## src/apd_cfg.svh

```systemverilog
/*
  Offsets, reset values, field positions and timing counts of the amplifier
  protection and load-diagnostic block. Assumes a 20 MHz system clock.
*/
`ifndef APD_CFG_SVH
`define APD_CFG_SVH

`define APD_CLK_HZ 20000000
`define APD_DIAG_TIME_MS 229
`define APD_DIAG_CYCLES (`APD_DIAG_TIME_MS * (`APD_CLK_HZ / 1000))
`define APD_CHECK_TIME_US 500
`define APD_CHECK_CYCLES (`APD_CHECK_TIME_US * (`APD_CLK_HZ / 1000000))
`define APD_CHECK_TRIES 3'h5

`define APD_REG_FAULT 8'h00
`define APD_REG_DIAG 8'h01
`define APD_REG_LIMIT 8'h03
`define APD_LIMIT_RST 8'h3F
`define APD_LIMIT_MSB 5

`define APD_PWM_MID 9'h080
`define APD_I2C_ADDR 7'h2A

`endif

```

## src/apd_pkg.sv

```systemverilog
/*
  Types shared by the amplifier protection block: event and diagnostic
  carriers, pin bundle, state enumerations and the load classifier.
  Assumes nothing beyond a SystemVerilog compiler.
*/
package apd_pkg;

  typedef struct packed {
    logic oc;
    logic dc;
    logic ot;
    logic uv;
    logic ov;
  } apd_evt_t;

  typedef struct packed {
    logic short_gnd;
    logic short_supply;
    logic shorted_load;
    logic open_load;
  } apd_diag_t;

  typedef struct packed {
    logic standby_n;
    apd_evt_t evt;
    apd_diag_t cmp;
    logic large_cap;
    logic scl;
    logic sda;
  } apd_pins_t;

  typedef enum logic [2:0] {ST_SHDN, ST_BIAS, ST_CHECK, ST_PLAY, ST_PROT, ST_LOADF} apd_state_t;

  typedef enum logic [2:0] {I_IDLE, I_ADDR, I_AACK, I_REG, I_WACK, I_WDATA, I_RDATA, I_RACK} apd_i2c_t;

  // Worst condition wins so that at most one result is reported
  function automatic apd_diag_t apd_classify(input apd_diag_t c);
    apd_diag_t r;
    r = '0;
    if (c.short_gnd) r.short_gnd = 1'b1;
    else if (c.short_supply) r.short_supply = 1'b1;
    else if (c.shorted_load) r.shorted_load = 1'b1;
    else if (c.open_load) r.open_load = 1'b1;
    return r;
  endfunction : apd_classify

endpackage : apd_pkg

```

## src/apd_top.sv

```systemverilog
/*
  Supervisory logic of a mono bridge amplifier: load diagnostic sequencer,
  protection handling, fault pin, register file over a two-wire serial port,
  output limiter and complementary PWM.
  Assumes analog comparator flags and pins arrive asynchronously, audio
  samples arrive on clk, and the pad ring resolves the open-drain lines.
*/
// Functional notes
// - Diagnostic starts on standby release or fault
// - Both outputs high impedance during diagnostic
// - At most one load result is reported
// - One diagnostic run lasts 229 ms
// - Check phase runs up to five times
// - Open load still lets audio play
// - Normal load result starts driving audio
// - Overvoltage reruns diagnostic every second event
// - Open load reported by status only
// - Temperature or supply faults abort diagnostic
// - Overcurrent: high impedance, fault pin, status
// - DC offset watched during play, flagged
// - Overtemperature shuts down, recovers by itself
// - Undervoltage asserts fault, resets limit and fault status
// - Reset releases serial lines, registers default
// - Overvoltage asserts fault and status bit
// - One limit magnitude for both polarities
// - Zero input gives in-phase PWM outputs
// - Duty above half for matching polarity
// - Fault pin active-low open drain
// - Standby pin low shuts device down
`timescale 1ns/10ps
`include "apd_cfg.svh"

module apd_top
  import apd_pkg::*;
#(
  parameter int TW = 23,
  parameter int DIAG_CYCLES = `APD_DIAG_CYCLES,
  parameter int CHECK_CYCLES = `APD_CHECK_CYCLES,
  parameter logic [6:0] DEV_ADDR = `APD_I2C_ADDR
) (
  // Clock and reset
  input wire logic clk,
  input wire logic rst_n,
  // Control pin and protection comparators
  input wire logic standby_n,
  input wire logic overcurrent_shutdown,
  input wire logic dc_offset_detect,
  input wire logic overtemperature_shutdown,
  input wire logic supply_low_event,
  input wire logic supply_high_event,
  // Load diagnostic comparators
  input wire logic diag_short_gnd,
  input wire logic diag_short_supply,
  input wire logic diag_shorted_load,
  input wire logic diag_open_load,
  input wire logic diag_large_cap,
  // Audio sample, signed
  input wire logic [7:0] audio_level,
  // Serial register port
  input wire logic scl_i,
  input wire logic sda_i,
  output logic sda_o,
  output logic sda_oe,
  // Fault indicator, open drain
  output logic fault_n_o,
  output logic fault_n_oe,
  // Bridge outputs
  output logic bridge_out_pos,
  output logic bridge_out_pos_oe,
  output logic bridge_out_neg,
  output logic bridge_out_neg_oe
);

  logic rst_s1_q, rst_n_q;
  apd_pins_t raw, s1_q, s2_q, s3_q, f_q, fp_q;
  apd_state_t st_q;
  apd_i2c_t i2_q;
  logic [TW-1:0] tmr_q;
  logic [2:0] tries_q;
  logic ov_par_q, ov_skip_q, prot_other_q;
  apd_evt_t fault_stat_q;
  apd_diag_t diag_stat_q, cls;
  logic [7:0] lim_q, ptr_q, shift_q, tx_q, wr_addr_q, wr_data_q, rd_cur, rd_nxt;
  logic [3:0] bit_q;
  logic rw_q, nack_q, wr_stb_q;
  logic [7:0] pwm_cnt_q;
  logic signed [8:0] smp, lim_s, a_cl, duty_p, duty_n;
  logic abort, prot_any, ov_rise, scl_rise, scl_fall, i2_start, i2_stop, load_fault;

  // Reset release through two flops
  always_ff @(posedge clk or negedge rst_n) begin
    if (!rst_n) begin
      rst_s1_q <= 1'b0;
      rst_n_q <= 1'b0;
    end else begin
      rst_s1_q <= 1'b1;
      rst_n_q <= rst_s1_q;
    end
  end

  // Three-flop input filter; a bit rises only once stages two and three agree, and falls as soon as they differ
  assign raw = {standby_n, overcurrent_shutdown, dc_offset_detect, overtemperature_shutdown,
                supply_low_event, supply_high_event, diag_short_gnd, diag_short_supply,
                diag_shorted_load, diag_open_load, diag_large_cap, scl_i, sda_i};

  always_ff @(posedge clk or negedge rst_n_q) begin
    if (!rst_n_q) begin
      s1_q <= '0;
      s2_q <= '0;
      s3_q <= '0;
      f_q <= '0;
      fp_q <= '0;
    end else begin
      s1_q <= raw;
      s2_q <= s1_q;
      s3_q <= s2_q;
      f_q <= (s2_q & s3_q) | (f_q & ~(s2_q ^ s3_q));
      fp_q <= f_q;
    end
  end

  assign cls = apd_classify(f_q.cmp);
  assign load_fault = cls.short_gnd | cls.short_supply | cls.shorted_load;
  assign abort = f_q.evt.ot | f_q.evt.ov | f_q.evt.uv;
  // DC offset only counts while audio is being driven
  assign prot_any = f_q.evt.oc | f_q.evt.ot | f_q.evt.uv | f_q.evt.ov | (f_q.evt.dc & (st_q == ST_PLAY));
  assign ov_rise = f_q.evt.ov & ~fp_q.evt.ov;

  // Diagnostic sequencer and protection states
  always_ff @(posedge clk or negedge rst_n_q) begin
    if (!rst_n_q) begin
      st_q <= ST_SHDN;
      tmr_q <= '0;
      tries_q <= '0;
      diag_stat_q <= '0;
    end else if (!f_q.standby_n) begin
      st_q <= ST_SHDN;
    end else begin
      unique case (st_q)
        ST_SHDN: begin
          st_q <= ST_BIAS;
          tmr_q <= TW'(DIAG_CYCLES - CHECK_CYCLES - 1);
          tries_q <= '0;
        end
        ST_BIAS: begin
          if (abort) st_q <= ST_PROT;
          else if (tmr_q == '0) begin
            st_q <= ST_CHECK;
            tmr_q <= TW'(CHECK_CYCLES - 1);
          end else tmr_q <= tmr_q - 1'b1;
        end
        ST_CHECK: begin
          if (abort) st_q <= ST_PROT;
          else if (tmr_q != '0) tmr_q <= tmr_q - 1'b1;
          else if ((load_fault | f_q.large_cap) && tries_q < `APD_CHECK_TRIES - 3'h1) begin
            tries_q <= tries_q + 3'h1;
            tmr_q <= TW'(CHECK_CYCLES - 1);
          end else begin
            diag_stat_q <= cls;
            st_q <= load_fault ? ST_LOADF : ST_PLAY;
          end
        end
        ST_PLAY: begin
          if (prot_any) st_q <= ST_PROT;
        end
        ST_PROT: begin
          // Recovery is automatic once overcurrent, temperature and supply causes have gone; dc offset is not waited for
          if (!(f_q.evt.oc | f_q.evt.ot | f_q.evt.uv | f_q.evt.ov)) begin
            if (ov_skip_q && !prot_other_q) st_q <= ST_PLAY;
            else begin
              st_q <= ST_BIAS;
              tmr_q <= TW'(DIAG_CYCLES - CHECK_CYCLES - 1);
              tries_q <= '0;
            end
          end
        end
        ST_LOADF: begin
          // Held until the standby pin cycles; a wiring fault needs service
          st_q <= ST_LOADF;
        end
      endcase
    end
  end

  // Overvoltage alternation and fault cause bookkeeping
  always_ff @(posedge clk or negedge rst_n_q) begin
    if (!rst_n_q) begin
      ov_par_q <= 1'b0;
      ov_skip_q <= 1'b0;
      prot_other_q <= 1'b0;
    end else begin
      if (ov_rise) begin
        ov_par_q <= ~ov_par_q;
        ov_skip_q <= ~ov_par_q;
      end
      if (st_q != ST_PROT) prot_other_q <= 1'b0;
      if (f_q.evt.oc | f_q.evt.ot | f_q.evt.uv | (f_q.evt.dc & (st_q == ST_PLAY))) prot_other_q <= 1'b1;
    end
  end

  // Register file; undervoltage returns the limit to its default and clears every fault flag except uv
  always_ff @(posedge clk or negedge rst_n_q) begin
    if (!rst_n_q) begin
      lim_q <= `APD_LIMIT_RST;
      fault_stat_q <= '0;
    end else if (f_q.evt.uv) begin
      lim_q <= `APD_LIMIT_RST;
      fault_stat_q <= '0;
      fault_stat_q.uv <= 1'b1;
    end else begin
      if (wr_stb_q && wr_addr_q == `APD_REG_LIMIT) lim_q <= wr_data_q;
      // Set only; no software clear, so no set/clear race
      if (f_q.evt.oc) fault_stat_q.oc <= 1'b1;
      if (f_q.evt.dc && st_q == ST_PLAY) fault_stat_q.dc <= 1'b1;
      if (f_q.evt.ot) fault_stat_q.ot <= 1'b1;
      if (f_q.evt.ov) fault_stat_q.ov <= 1'b1;
    end
  end

  function automatic logic [7:0] rd_reg(input logic [7:0] a);
    logic [7:0] r;
    r = 8'h00;
    if (a == `APD_REG_FAULT) r = {3'h0, fault_stat_q};
    else if (a == `APD_REG_DIAG) r = {4'h0, diag_stat_q};
    else if (a == `APD_REG_LIMIT) r = lim_q;
    return r;
  endfunction : rd_reg

  assign rd_cur = rd_reg(ptr_q);
  assign rd_nxt = rd_reg(ptr_q + 8'h01);
  assign scl_rise = f_q.scl & ~fp_q.scl;
  assign scl_fall = ~f_q.scl & fp_q.scl;
  assign i2_start = f_q.scl & fp_q.scl & fp_q.sda & ~f_q.sda;
  assign i2_stop = f_q.scl & fp_q.scl & ~fp_q.sda & f_q.sda;

  // Serial slave; data changes only after SCL falls, which gives the hold time
  always_ff @(posedge clk or negedge rst_n_q) begin
    if (!rst_n_q) begin
      i2_q <= I_IDLE;
      bit_q <= '0;
      shift_q <= '0;
      tx_q <= '0;
      ptr_q <= '0;
      rw_q <= 1'b0;
      nack_q <= 1'b0;
      sda_oe <= 1'b0;
      wr_stb_q <= 1'b0;
      wr_addr_q <= '0;
      wr_data_q <= '0;
    end else begin
      wr_stb_q <= 1'b0;
      if (i2_start) begin
        i2_q <= I_ADDR;
        bit_q <= '0;
        sda_oe <= 1'b0;
      end else if (i2_stop) begin
        i2_q <= I_IDLE;
        sda_oe <= 1'b0;
      end else if (scl_rise) begin
        bit_q <= bit_q + 4'h1;
        if (i2_q == I_ADDR || i2_q == I_REG || i2_q == I_WDATA) shift_q <= {shift_q[6:0], f_q.sda};
        if (i2_q == I_RACK) nack_q <= f_q.sda;
      end else if (scl_fall) begin
        unique case (i2_q)
          I_IDLE: ;
          I_ADDR: if (bit_q == 4'h8) begin
            bit_q <= '0;
            if (shift_q[7:1] == DEV_ADDR) begin
              rw_q <= shift_q[0];
              sda_oe <= 1'b1;
              i2_q <= I_AACK;
            end else i2_q <= I_IDLE;
          end
          I_AACK: if (bit_q == 4'h1) begin
            bit_q <= '0;
            if (rw_q) begin
              tx_q <= rd_cur;
              sda_oe <= ~rd_cur[7];
              i2_q <= I_RDATA;
            end else begin
              sda_oe <= 1'b0;
              i2_q <= I_REG;
            end
          end
          I_REG: if (bit_q == 4'h8) begin
            bit_q <= '0;
            ptr_q <= shift_q;
            sda_oe <= 1'b1;
            i2_q <= I_WACK;
          end
          I_WDATA: if (bit_q == 4'h8) begin
            bit_q <= '0;
            wr_stb_q <= 1'b1;
            wr_addr_q <= ptr_q;
            wr_data_q <= shift_q;
            ptr_q <= ptr_q + 8'h01;
            sda_oe <= 1'b1;
            i2_q <= I_WACK;
          end
          I_WACK: if (bit_q == 4'h1) begin
            bit_q <= '0;
            sda_oe <= 1'b0;
            i2_q <= I_WDATA;
          end
          I_RDATA: begin
            if (bit_q == 4'h8) begin
              bit_q <= '0;
              sda_oe <= 1'b0;
              i2_q <= I_RACK;
            end else begin
              tx_q <= {tx_q[6:0], 1'b0};
              sda_oe <= ~tx_q[6];
            end
          end
          I_RACK: if (bit_q == 4'h1) begin
            bit_q <= '0;
            if (nack_q) i2_q <= I_IDLE;
            else begin
              ptr_q <= ptr_q + 8'h01;
              tx_q <= rd_nxt;
              sda_oe <= ~rd_nxt[7];
              i2_q <= I_RDATA;
            end
          end
        endcase
      end
    end
  end

  // Limiter and complementary PWM
  assign smp = {audio_level[7], audio_level};
  assign lim_s = {2'b00, lim_q[`APD_LIMIT_MSB:0], 1'b0};
  assign a_cl = (smp > lim_s) ? lim_s : ((smp < -lim_s) ? -lim_s : smp);
  assign duty_p = $signed(`APD_PWM_MID) + a_cl;
  assign duty_n = $signed(`APD_PWM_MID) - a_cl;

  always_ff @(posedge clk or negedge rst_n_q) begin
    if (!rst_n_q) begin
      pwm_cnt_q <= '0;
      bridge_out_pos <= 1'b0;
      bridge_out_neg <= 1'b0;
      bridge_out_pos_oe <= 1'b0;
      bridge_out_neg_oe <= 1'b0;
    end else begin
      pwm_cnt_q <= pwm_cnt_q + 8'h01;
      bridge_out_pos <= {1'b0, pwm_cnt_q} < duty_p;
      bridge_out_neg <= {1'b0, pwm_cnt_q} < duty_n;
      bridge_out_pos_oe <= st_q == ST_PLAY;
      bridge_out_neg_oe <= st_q == ST_PLAY;
    end
  end

  // Fault pin pulls low whenever a fault holds the bridge off
  always_ff @(posedge clk or negedge rst_n_q) begin
    if (!rst_n_q) begin
      fault_n_o <= 1'b0;
      fault_n_oe <= 1'b0;
      sda_o <= 1'b0;
    end else begin
      fault_n_o <= 1'b0;
      sda_o <= 1'b0;
      fault_n_oe <= st_q == ST_PROT || st_q == ST_LOADF;
    end
  end

  a_diag_start: assert property (@(posedge clk) disable iff (!rst_n_q)
    st_q == ST_SHDN && f_q.standby_n |=> st_q == ST_BIAS)
    else $error("diagnostic did not start on standby release");
  a_diag_hiz: assert property (@(posedge clk) disable iff (!rst_n_q)
    st_q inside {ST_BIAS, ST_CHECK} |=> !bridge_out_pos_oe && !bridge_out_neg_oe)
    else $error("bridge driven during diagnostic");
  a_one_result: assert property (@(posedge clk) disable iff (!rst_n_q)
    $onehot0(diag_stat_q))
    else $error("more than one load result");
  a_bias_end: assert property (@(posedge clk) disable iff (!rst_n_q)
    st_q == ST_BIAS && tmr_q == '0 && !abort && f_q.standby_n |=> st_q == ST_CHECK && tmr_q == TW'(CHECK_CYCLES - 1))
    else $error("bias phase did not hand over to check");
  a_check_tries: assert property (@(posedge clk) disable iff (!rst_n_q)
    tries_q <= `APD_CHECK_TRIES - 3'h1)
    else $error("check phase repeated too often");
  a_open_plays: assert property (@(posedge clk) disable iff (!rst_n_q)
    st_q == ST_CHECK && tmr_q == '0 && !abort && f_q.standby_n && cls.open_load && !f_q.large_cap
    |=> st_q == ST_PLAY ##1 bridge_out_pos_oe && !fault_n_oe)
    else $error("open load did not play");
  a_ov_alt: assert property (@(posedge clk) disable iff (!rst_n_q)
    ov_rise |=> ov_par_q != $past(ov_par_q) && ov_skip_q == ov_par_q)
    else $error("overvoltage alternation broken");
  a_abort_diag: assert property (@(posedge clk) disable iff (!rst_n_q)
    st_q inside {ST_BIAS, ST_CHECK} && abort && f_q.standby_n |=> st_q == ST_PROT ##1 fault_n_oe)
    else $error("diagnostic not aborted");
  a_oc_fault: assert property (@(posedge clk) disable iff (!rst_n_q)
    st_q == ST_PLAY && f_q.evt.oc && f_q.standby_n && !f_q.evt.uv |=> fault_stat_q.oc ##1 fault_n_oe && !bridge_out_pos_oe)
    else $error("overcurrent not handled");
  a_uv_reset: assert property (@(posedge clk) disable iff (!rst_n_q)
    f_q.evt.uv |=> lim_q == `APD_LIMIT_RST && fault_stat_q.uv)
    else $error("undervoltage did not reset registers");
  a_limit_sym: assert property (@(posedge clk) disable iff (!rst_n_q)
    a_cl <= lim_s && a_cl >= -lim_s)
    else $error("limiter magnitude exceeded");
  a_zero_phase: assert property (@(posedge clk) disable iff (!rst_n_q)
    a_cl == 9'sh000 |=> bridge_out_pos == bridge_out_neg)
    else $error("outputs out of phase at zero input");

  c_open_play: cover property (@(posedge clk) disable iff (!rst_n_q)
    st_q == ST_CHECK ##1 st_q == ST_PLAY && diag_stat_q.open_load);
  c_check_retry: cover property (@(posedge clk) disable iff (!rst_n_q) tries_q == 3'h4);
  c_abort: cover property (@(posedge clk) disable iff (!rst_n_q) st_q == ST_BIAS ##1 st_q == ST_PROT);
  c_reg_write: cover property (@(posedge clk) disable iff (!rst_n_q) wr_stb_q && wr_addr_q == `APD_REG_LIMIT);

endmodule : apd_top

```

## config.mk

```make
export PLATFORM = sky130hd
export DESIGN_NAME = apd_top
export DESIGN_NICKNAME = d
export VERILOG_FILES = /design/src/apd_pkg.sv /design/src/apd_top.sv
export VERILOG_INCLUDE_DIRS = /design/src /design/src/src
export SDC_FILE = /design/constraint.sdc
export NUM_CORES = 1
export LEC_CHECK = 0
export ABC_AREA = 1
export BUFFER_PORTS_ARGS = -buffer_cell sky130_fd_sc_hd__buf_4
export CAP_MARGIN = 20
export CORE_ASPECT_RATIO = 1.1
export CORE_UTILIZATION = 45
export CTS_BUF_LIST = sky130_fd_sc_hd__clkbuf_8
export DETAILED_ROUTE_END_ITERATION = 12
export GPL_TIMING_DRIVEN = 0
export HOLD_SLACK_MARGIN = 0.15
export PLACE_DENSITY = 0.68
export SLEW_MARGIN = 20
export SYNTH_ARGS = -nofsm -noshare
export SYNTH_HDL_FRONTEND = slang
export SYNTH_SLANG_ARGS = --single-unit
```

## constraint.sdc

```tcl
create_clock -name clk -period 4.9 [get_ports clk]
set_input_delay 0.98 -clock clk [delete_from_list [all_inputs] [get_ports clk]]
set_output_delay 0.98 -clock clk [all_outputs]
set_load 0.005 [all_outputs]
```

* Word-level counts from Yosys, hierarchy flattened *
Index checks and enable logic that the tools add are counted.

operators by class
  $lt $le $gt $ge = 5
  eq/ne operators = 52
  reduce and logical (&&, ||, !) cells = 43
  muxes and demuxes = 102
  add/subtract/negate cells = 8
  bitwise gates (word level) = 39

operator list
  cell                     number
  $mux W23                 7
  $mux W8                  12
  $pmux W23 S4             1
  $mux W3                  28
  $pmux W3 S6              2
  $mux W7                  5
  $mux W1                  31
  $ne A4 B4 Y1 const B     7
  $lt A8 B9 Y1             3
  $and A13 B13 Y13         2
  $eq A8 B2 Y1 const B     3
  $mux W4                  6
  $pmux W8 S3              1
  $logic_not A23 Y1        1
  $reduce_bool A23 Y1      1
  $sub A23 B1 Y23 const B  1
  $ne A2 B2 Y1 const B     11
  $pmux W7 S3              1
  $reduce_and A7 Y1        3
  $reduce_and A10 Y1       2
  $eq A3 B3 Y1 const B     6
  $mux W9                  2
  $reduce_and A9 Y1        2
  $add A8 B1 Y8 const B    2
  other kinds (43)         109

storage, ports and cells
  bits in registers = 167

* Logic depth before layout (Yosys ltp) *
Gate-level depths: netlist (run 1).

  depth after elaboration = 13
  mapped depth = 33
  mapped depth without buffers = 33

* Worst setup path after synthesis (run 1) *
OpenSTA, ideal clock, no wires.

  kind = input-to-reg
  start = in audio_level[1]
  end = reg bridge_out_neg
  path slack = 1.178 ns
  data required time = 4.774 ns
  stages = 30
  library setup time = 0.126 ns
  arrival = 3.596 ns
  path through = inv_1 -> ha_1 -> o21ai_0 -> nand2_1 -> nand2_1 -> nand2_1 -> nand2_1 -> nand2_1 -> nand2_1 -> nand2_2 -> nand2_4 -> nand3_2 -> nand3_2 -> nand2_1 -> nand2_2 -> ha_1 -> inv_1 -> nor2_2 -> nand2_1 -> xor2_1 -> ha_1 -> inv_1 -> nor3_1 -> a211oi_1 -> nand2_1 -> nand2_1 -> nand2_1 -> nand2_1 -> nand2_1 -> nand3_1

on the way
  longest elaborated chain between the ends = 5

ends and longest elaborated chain
  element                 line            source
  start: declaration      apd_top.sv:58   input wire logic [7:0] audio_level,
  $lt A8 B9 Y1            apd_top.sv:333  assign a_cl = (smp > lim_s) ? lim_s : ((smp < -lim_s) ? -lim_s : smp);
  $mux W9                 apd_top.sv:333
  $mux W9 *               apd_top.sv:333
  $sub A9 B9 Y9 *         apd_top.sv:335  assign duty_n = $signed(`APD_PWM_MID) - a_cl;
  $lt A8 B9 Y1 *          apd_top.sv:347  bridge_out_neg <= {1'b0, pwm_cnt_q} < duty_n;
  end signal: assignment  apd_top.sv:347
  end: declaration        apd_top.sv:70   output logic bridge_out_neg,

Every way passes the cells marked *; elsewhere a longest branch is shown, timed or not.
A chain may end at the register's enable or synchronous reset.

* Worst setup path in the final report (run 1) *
  start = reg lim_q[0]
  end = reg bridge_out_neg

on the way
  longest elaborated chain between the ends = 6

ends and longest elaborated chain
  element                   line            source
  start: declaration        apd_top.sv:83   logic [7:0] lim_q, ptr_q, shift_q, tx_q, wr_addr_q, wr_data_q, rd_cur, rd_nxt;
  start signal: assignment  apd_top.sv:204  lim_q <= `APD_LIMIT_RST;
  start signal: assignment  apd_top.sv:207  lim_q <= `APD_LIMIT_RST;
  start signal: assignment  apd_top.sv:211  if (wr_stb_q && wr_addr_q == `APD_REG_LIMIT) lim_q <= wr_data_q;
  $neg A7 Y9                apd_top.sv:333
  $lt A8 B9 Y1              apd_top.sv:333
  $mux W9                   apd_top.sv:333
  $mux W9 *                 apd_top.sv:333
  $sub A9 B9 Y9 *           apd_top.sv:335
  $lt A8 B9 Y1 *            apd_top.sv:347

Marks and branches as above.

==> results.py, run 1 <==
metrics = {
    "cells_and_area": {
        "n_fill_cell": 1795,
        "drive_above_1_share_pct": 14.1,
        "register_area_um2": 4190,
        "antennaDiodeCount": 0,
        "final_cells": 1330,
        "multi_input_area_um2": 4050,
        "areaGrowthSynthToFinish_pct": 11.7,
        "nets": 1148,
        "final_area_um2": 9970,
    },
    "setup_path": {
        "regToRegEndpoint": "bridge_out_neg",
        "r2r_setup_slack_ns": 0.85,
        "crit_cells": 32,
        "cp_top_family": "simple AND/OR/NAND/NOR gates",
        "end_kind": "flop",
        "worstPathArrival_ns": 4.39,
        "path_max_fanout": 6,
        "reg2reg_depth": 32,
        "crit_top_cell": "nand2_1",
        "timing.rr.start": "lim_q[0]",
        "worst-path-buf-inv": 4,
        "critPathSlowestCell": "dfstp_2",
        "crit_path_end": "bridge_out_neg",
        "worstSetupStartpointType": "flop",
        "worstSetupStartpoint": "lim_q[0]",
        "path_class": "reg2reg",
        "required_ns": 5.24,
        "crit_path_max_incr_delay_ns": 0.63,
    },
    "sta": {
        "max_freq_mhz": 247,
        "period_share_pct": 82.7,
        "slew_headroom_pct": 54.6,
        "grt_setup_unrepaired": "false",
        "hold_viol_final": 0,
        "fin_worst_skew_ns": 0.0137,
        "tns_ns": 0,
        "period_minus_slack_ns": 4.05,
        "setup_viol": 0,
        "worstMarginPinSlew_ns": 0.675,
        "drv_slew": 0,
        "fin_hold_ws_ns": 0.272,
    },
    "cts": {
        "cts_resized": 0,
        "cts_setup_buffers": 0,
        "clk_latency_ns": 0.46,
        "clk_path_buf_depth": 2,
        "clk_pin_slew_worst_paths_ns": 0.10,
        "htreeDepth": 4,
        "cts_tree": "yes",
        "clock_sinks": 167,
        "cts_hold_buf": 0,
        "cts_buffers": 17,
        "cts_root_buf": "clkbuf_8",
    },
    "synth": {
        "synth_compound_area_share_pct": 12.9,
        "synth_cell_type_count": 58,
        "synth-edff-count": 0,
        "synthCells": 1019,
        "syn_avg_cell_area_um2": 8.76,
        "synth_mux_area_share_pct": 0.126,
        "yosys_warnings": 0,
        "synthArstFlopShare_pct": 100,
        "ys_ff_latch": 167,
        "synth_fa_ha_area_share_pct": 7.71,
        "synth-simple-area-share_pct": 22.1,
        "syn-cell-area_um2": 8930,
        "ys.flop_type": "dfrtp_1",
        "synth_top_family_by_area": "simple AND/OR/NAND/NOR gates",
        "synthXorXnorAreaFrac_pct": 2.35,
        "synth-seq-area-share_pct": 46.9,
    },
    "placed_design": {
        "hpwl_mm": 13.8,
        "place_inst": 1298,
        "portBuffers": 28,
        "place_congestion": 0.940,
        "placed_area_um2": 9530,
    },
    "floorplanning": {
        "die_area_um2": 20400,
        "die_y_um": 150,
        "die_w_um": 136,
        "io_pins": 31,
        "core_area_um2": 19300,
        "start_util_pct": 46.3,
        "rows": 53,
    },
    "status": {
        "status": "completed",
    },
    "global_route": {
        "overflow": 0,
        "grt_max_degree": 57,
        "antenna_found_initial": 0,
        "grtUsageTotal_pct": 19.5,
        "grt_first_pass_wirelength_mm": 31.5,
        "grt_pass1_vias": 6745,
    },
    "route": {
        "initialDrtViolationCount": 369,
        "ant_nets": 0,
        "post-route-drc-count": 0,
        "routedWlPerCell_um": 13.7,
        "via_count": 6856,
        "drt-total-wl_mm": 18.2,
        "firstDrtPassIters": 5,
        "vias_per_cell": 5.15,
    },
    "worst_hold_path": {
        "worstHoldPathType": "in2async",
    },
    "power": {
        "p_per_area_nw_per_um2": 365,
        "vdd_drop_max_uv": 223,
        "power.leakage_nw": 4.72,
    },
    "job": {
        "maxCapViolCount": 0,
    },
}
[sequential cells by signal (all words and copies together) (netlist names), 8 cells and up]
name / count
tmr_q: 23
f_q: 13
s1_q: 13
s2_q: 13
s3_q: 13
lim_q: 8
ptr_q: 8
pwm_cnt_q: 8
shift_q: 8
wr_addr_q: 8
wr_data_q: 8
[synthesized netlist by cell type (6+ instances only)]
library cell,number,share of area [%]
a21oi_1,40,2.2
a31oi_1,18,1.3
clkbuf_1,8,0.34
dfrtp_1,161,45
dfstp_2,6,1.8
ha_1,55,7.7
inv_1,137,5.8
inv_2,15,0.63
nand2_1,161,6.8
nand2_2,9,0.63
nand2_4,7,0.88
nand3_1,52,2.9
nand3_2,9,1.0
nand4_1,23,1.6
nor2_1,85,3.6
nor2_2,11,0.77
nor3_1,18,1.0
o211ai_1,9,0.76
o21ai_0,76,4.3
o21bai_1,15,1.3
o22ai_1,6,0.42
xor2_1,22,2.2
[through the flow]
stage          worst slack (ns)  utilization [%]  power (mW)
2_1_floorplan              1.18                -        2.36
3_3_place_gp              0.690             49.0        2.59
3_5_place_dp              0.619             49.4        2.63
4_1_cts                   0.831             51.7        3.68
5_1_grt                   0.396             51.7        3.91
6_report                  0.850             51.7        3.63
[final cells by class]
class | count | share of cell area, %
flip-flops and latches | 167 | 42.0
multi-input cells | 678 | 40.6
inverters | 156 | 5.90
well taps | 247 | 3.10
repair buffers | 31 | 2.86
clock buffers | 17 | 2.35
clock inverters | 15 | 2.06
plain buffers | 19 | 1.10
[layout by cell type (no fill, tap or decap), types with 7 or more instances in the layout]
cell type,n
a21oi_1,40
a31oi_1,18
buf_4,33
clkbuf_1,8
clkbuf_8,17
dfrtp_1,160
ha_1,55
inv_1,137
inv_2,15
nand2_1,161
nand2_2,9
nand2_4,7
nand3_1,52
nand3_2,9
nand4_1,23
nor2_1,85
nor2_2,11
nor3_1,18
o211ai_1,9
o21ai_0,76
o21bai_1,15
xor2_1,22
[worst min-delay path by stage]
stage                  start        to  slack [ns]  cells past startpoint
finish                 rst_n   rst_n_q        0.27                      1
global route           rst_n  rst_s1_q        0.24                      1
CTS                    rst_n   rst_n_q        0.24                      1
detailed placement   rst_n_q   s1_q[3]        0.30                      0
global placement     s1_q[2]   s2_q[2]        0.33                      0
floorplan           rst_s1_q   rst_n_q        0.33                      0
[power breakdown]
group	leakage, nW	switching [mW]	internal, mW
logic	2.44	0.637	0.358
clock network	0.216	0.596	0.442
registers	2.07	0.0958	1.51
[cell families after synthesis]
group	Yosys count
other	2
and+or+nand+nor	401
buffers and inverters	175
AOI/OAI and AO/OA	194
muxes	1
DFF	167
xor gates and xnor gates	24
adders and majority gates	55
[metal layers]
metal  share of wire [%]  vias to the layer above  global-route usage, %
met5                   0                        -                      0
met4                 1.8                        0                   6.00
met3                 3.6                       24                   3.73
met2                  48                      129                   32.8
met1                  46                     3211                   25.1
li1                    -                     3492                      -
No activity file was read; power rests on OpenSTA's default activity.
==> run 2: changes to the inputs <==
==> constraint.sdc (replaced) <==
create_clock -name clk -period 3.7 [get_ports clk]
set_input_delay 0.74 -clock clk [delete_from_list [all_inputs] [get_ports clk]]
set_output_delay 0.74 -clock clk [all_outputs]
set_load 0.005 [all_outputs]
==> run 2 against run 1 <==
Against the previous run: the run now ends with setup timing left; count of clock-buffer cells in the layout unchanged; register-to-register slack worse by 0.92 ns; power grew 43%; sequential share of layout area is 1.7 points lower; die area is the same; final area increased by 4.2%; clock power grew 33%; wire length increased by 5.7%; first-iteration DRC count is 0.81% higher; setup slack got worse by 0.92 ns; non-clock buffer count is 26 higher; combinational power up 70%; critical path type unchanged; critical endpoint unchanged.
==> results.py, run 2 (synthesis results as in run 1) <==
metrics = {
    "status": {
        "status": "finished, violations left",
        "violations": "setup timing",
    },
    "cells_and_area": {
        "largest_register_ffs": 23,
        "final_cell_mix": "dfrtp_1 (160), nand2_1 (155), inv_1 (133)",
        "nets": 1174,
        "final_common_cell": "dfrtp_1",
        "drive_above_1_share_pct": 18.8,
        "antennaDiodeCount": 0,
        "regMostFlops": "tmr_q",
        "final_cells": 1356,
        "areaGrowthSynthToFinish_pct": 16.4,
    },
    "power": {
        "vdd_drop_max_uv": 296,
        "total_power_mw": 5.18,
        "p_per_area_nw_per_um2": 498,
        "power.leakage_nw": 4.89,
    },
    "global_route": {
        "overflow": 0,
        "grt_pass1_vias": 6985,
        "grt_first_pass_wirelength_mm": 32.3,
        "grt_max_degree": 57,
        "antenna_found_initial": 0,
        "grtUsageTotal_pct": 20.0,
    },
    "placed_design": {
        "place_ws_ns": -0.346,
        "portBuffers": 28,
        "place_congestion": 0.940,
        "place_inst": 1298,
        "hpwl_mm": 13.8,
    },
    "cts": {
        "clk_latency_ns": 0.46,
        "clk_path_buf_depth": 2,
        "htreeDepth": 4,
        "cts_root_buf": "clkbuf_8",
        "cts_tree": "yes",
        "cts_buffers": 17,
        "clk_pin_slew_worst_paths_ns": 0.10,
        "clock_sinks": 167,
    },
    "floorplanning": {
        "die_w_um": 136,
        "start_util_pct": 46.3,
        "io_pins": 31,
        "core_area_um2": 19300,
        "die_y_um": 150,
        "rows": 53,
        "die_area_um2": 20400,
    },
    "setup_path": {
        "worstPathArrival_ns": 4.16,
        "path_class": "reg2reg",
        "regToRegEndpoint": "bridge_out_neg",
        "path_max_fanout": 3,
        "crit_top_cell": "nand2_1",
        "crit_path_end": "bridge_out_neg",
        "required_ns": 4.09,
        "worstSetupStartpoint": "lim_q[1]",
        "crit_path_max_incr_delay_ns": 0.57,
        "r2r_setup_slack_ns": -0.07,
        "reg2reg_depth": 32,
        "end_kind": "flop",
        "critPathSlowestCell": "dfstp_2",
        "timing.rr.start": "lim_q[1]",
        "worstSetupStartpointType": "flop",
    },
    "sta": {
        "setup_viol": 1,
        "drv_slew": 0,
        "hold_viol_final": 0,
        "fin_hold_ws_ns": 0.293,
        "worstMarginPinSlew_ns": 0.675,
        "max_freq_mhz": 265,
        "tns_ns": -0.0691,
        "fin_worst_skew_ns": 0.0132,
        "grt_setup_unrepaired": "true",
        "slew_headroom_pct": 54.6,
        "period_share_pct": 102,
        "period_minus_slack_ns": 3.77,
        "worst_slack_ns": -0.0691,
    },
    "route": {
        "vias_per_cell": 5.21,
        "drt-total-wl_mm": 19.3,
        "post-route-drc-count": 0,
        "ant_nets": 0,
        "via_count": 7064,
        "routedWlPerCell_um": 14.2,
        "initialDrtViolationCount": 372,
        "firstDrtPassIters": 5,
    },
    "job": {
        "maxCapViolCount": 0,
    },
    "worst_hold_path": {
        "worstHoldPathType": "reg2async",
    },
}
==> run 2: layout make-up <==
type / instances / area (um2)
clock inverter: 15 / 205
buffer: 19 / 113
sequential: 167 / 4190
multi-input combinational: 678 / 4250
clock buffer: 17 / 234
timing repair buffer: 57 / 494
inverter: 156 / 598
fill: 1742 / 8910
tap: 247 / 309
==> run 2: report_power, final <==
group / internal [mW] / switching (mW)
registers: 1.99 / 0.123
logic: 0.676 / 1.01
clock network: 0.585 / 0.791
==> run 2: routing by layer <==
metal / track usage [%] / wire length, um
met1: 25.4 / 8610
met3: 3.76 / 641
met2: 34.2 / 9600
met4: 6.50 / 408
met5: 0 / 0
==> run 2: through the flow <==
stage,utilization (%),instance area (um2)
after floorplan,-,8930
after global placement,49.0,9450
after detailed placement,49.4,9530
after CTS,53.1,10200
after global routing,53.8,10400
final,53.8,10400
==> run 2: how the worst min path moves through the flow <==
stage | start | slack (ns) | end | cells after the start
after floorplan | rst_s1_q | 0.33 | rst_n_q | 0
after global placement | s1_q[2] | 0.33 | s2_q[2] | 0
after detailed placement | rst_n_q | 0.30 | s1_q[3] | 0
after CTS | rst_n_q | 0.31 | s1_q[3] | 0
after global routing | dc_offset_detect | 0.33 | s1_q[10] | 1
final | rst_n_q | 0.29 | s1_q[3] | 0
==> run 2: critical path, delay by kind of cell, from the launching register on <==
family | cells | cell delay, ns
and+or+nand+nor | 21 | 1.56
xor gates and xnor gates | 1 | 0.16
AOI/OAI and AO/OA | 2 | 0.25
adders and majority gates | 4 | 0.94
buffers and inverters | 4 | 0.21
DFF | 1 | 0.57
==> run 2: repair_timing <==
| action | in CTS | in global routing |
|---|---|---|
| pin swaps | 20 | 33 |
| resized for setup | 23 | 25 |
| setup buffers | 22 | 4 |
| hold endpoints to repair | 2 | 0 |
| hold buffers | 1 | 0 |
| setup endpoints to repair | 1 | 2 |
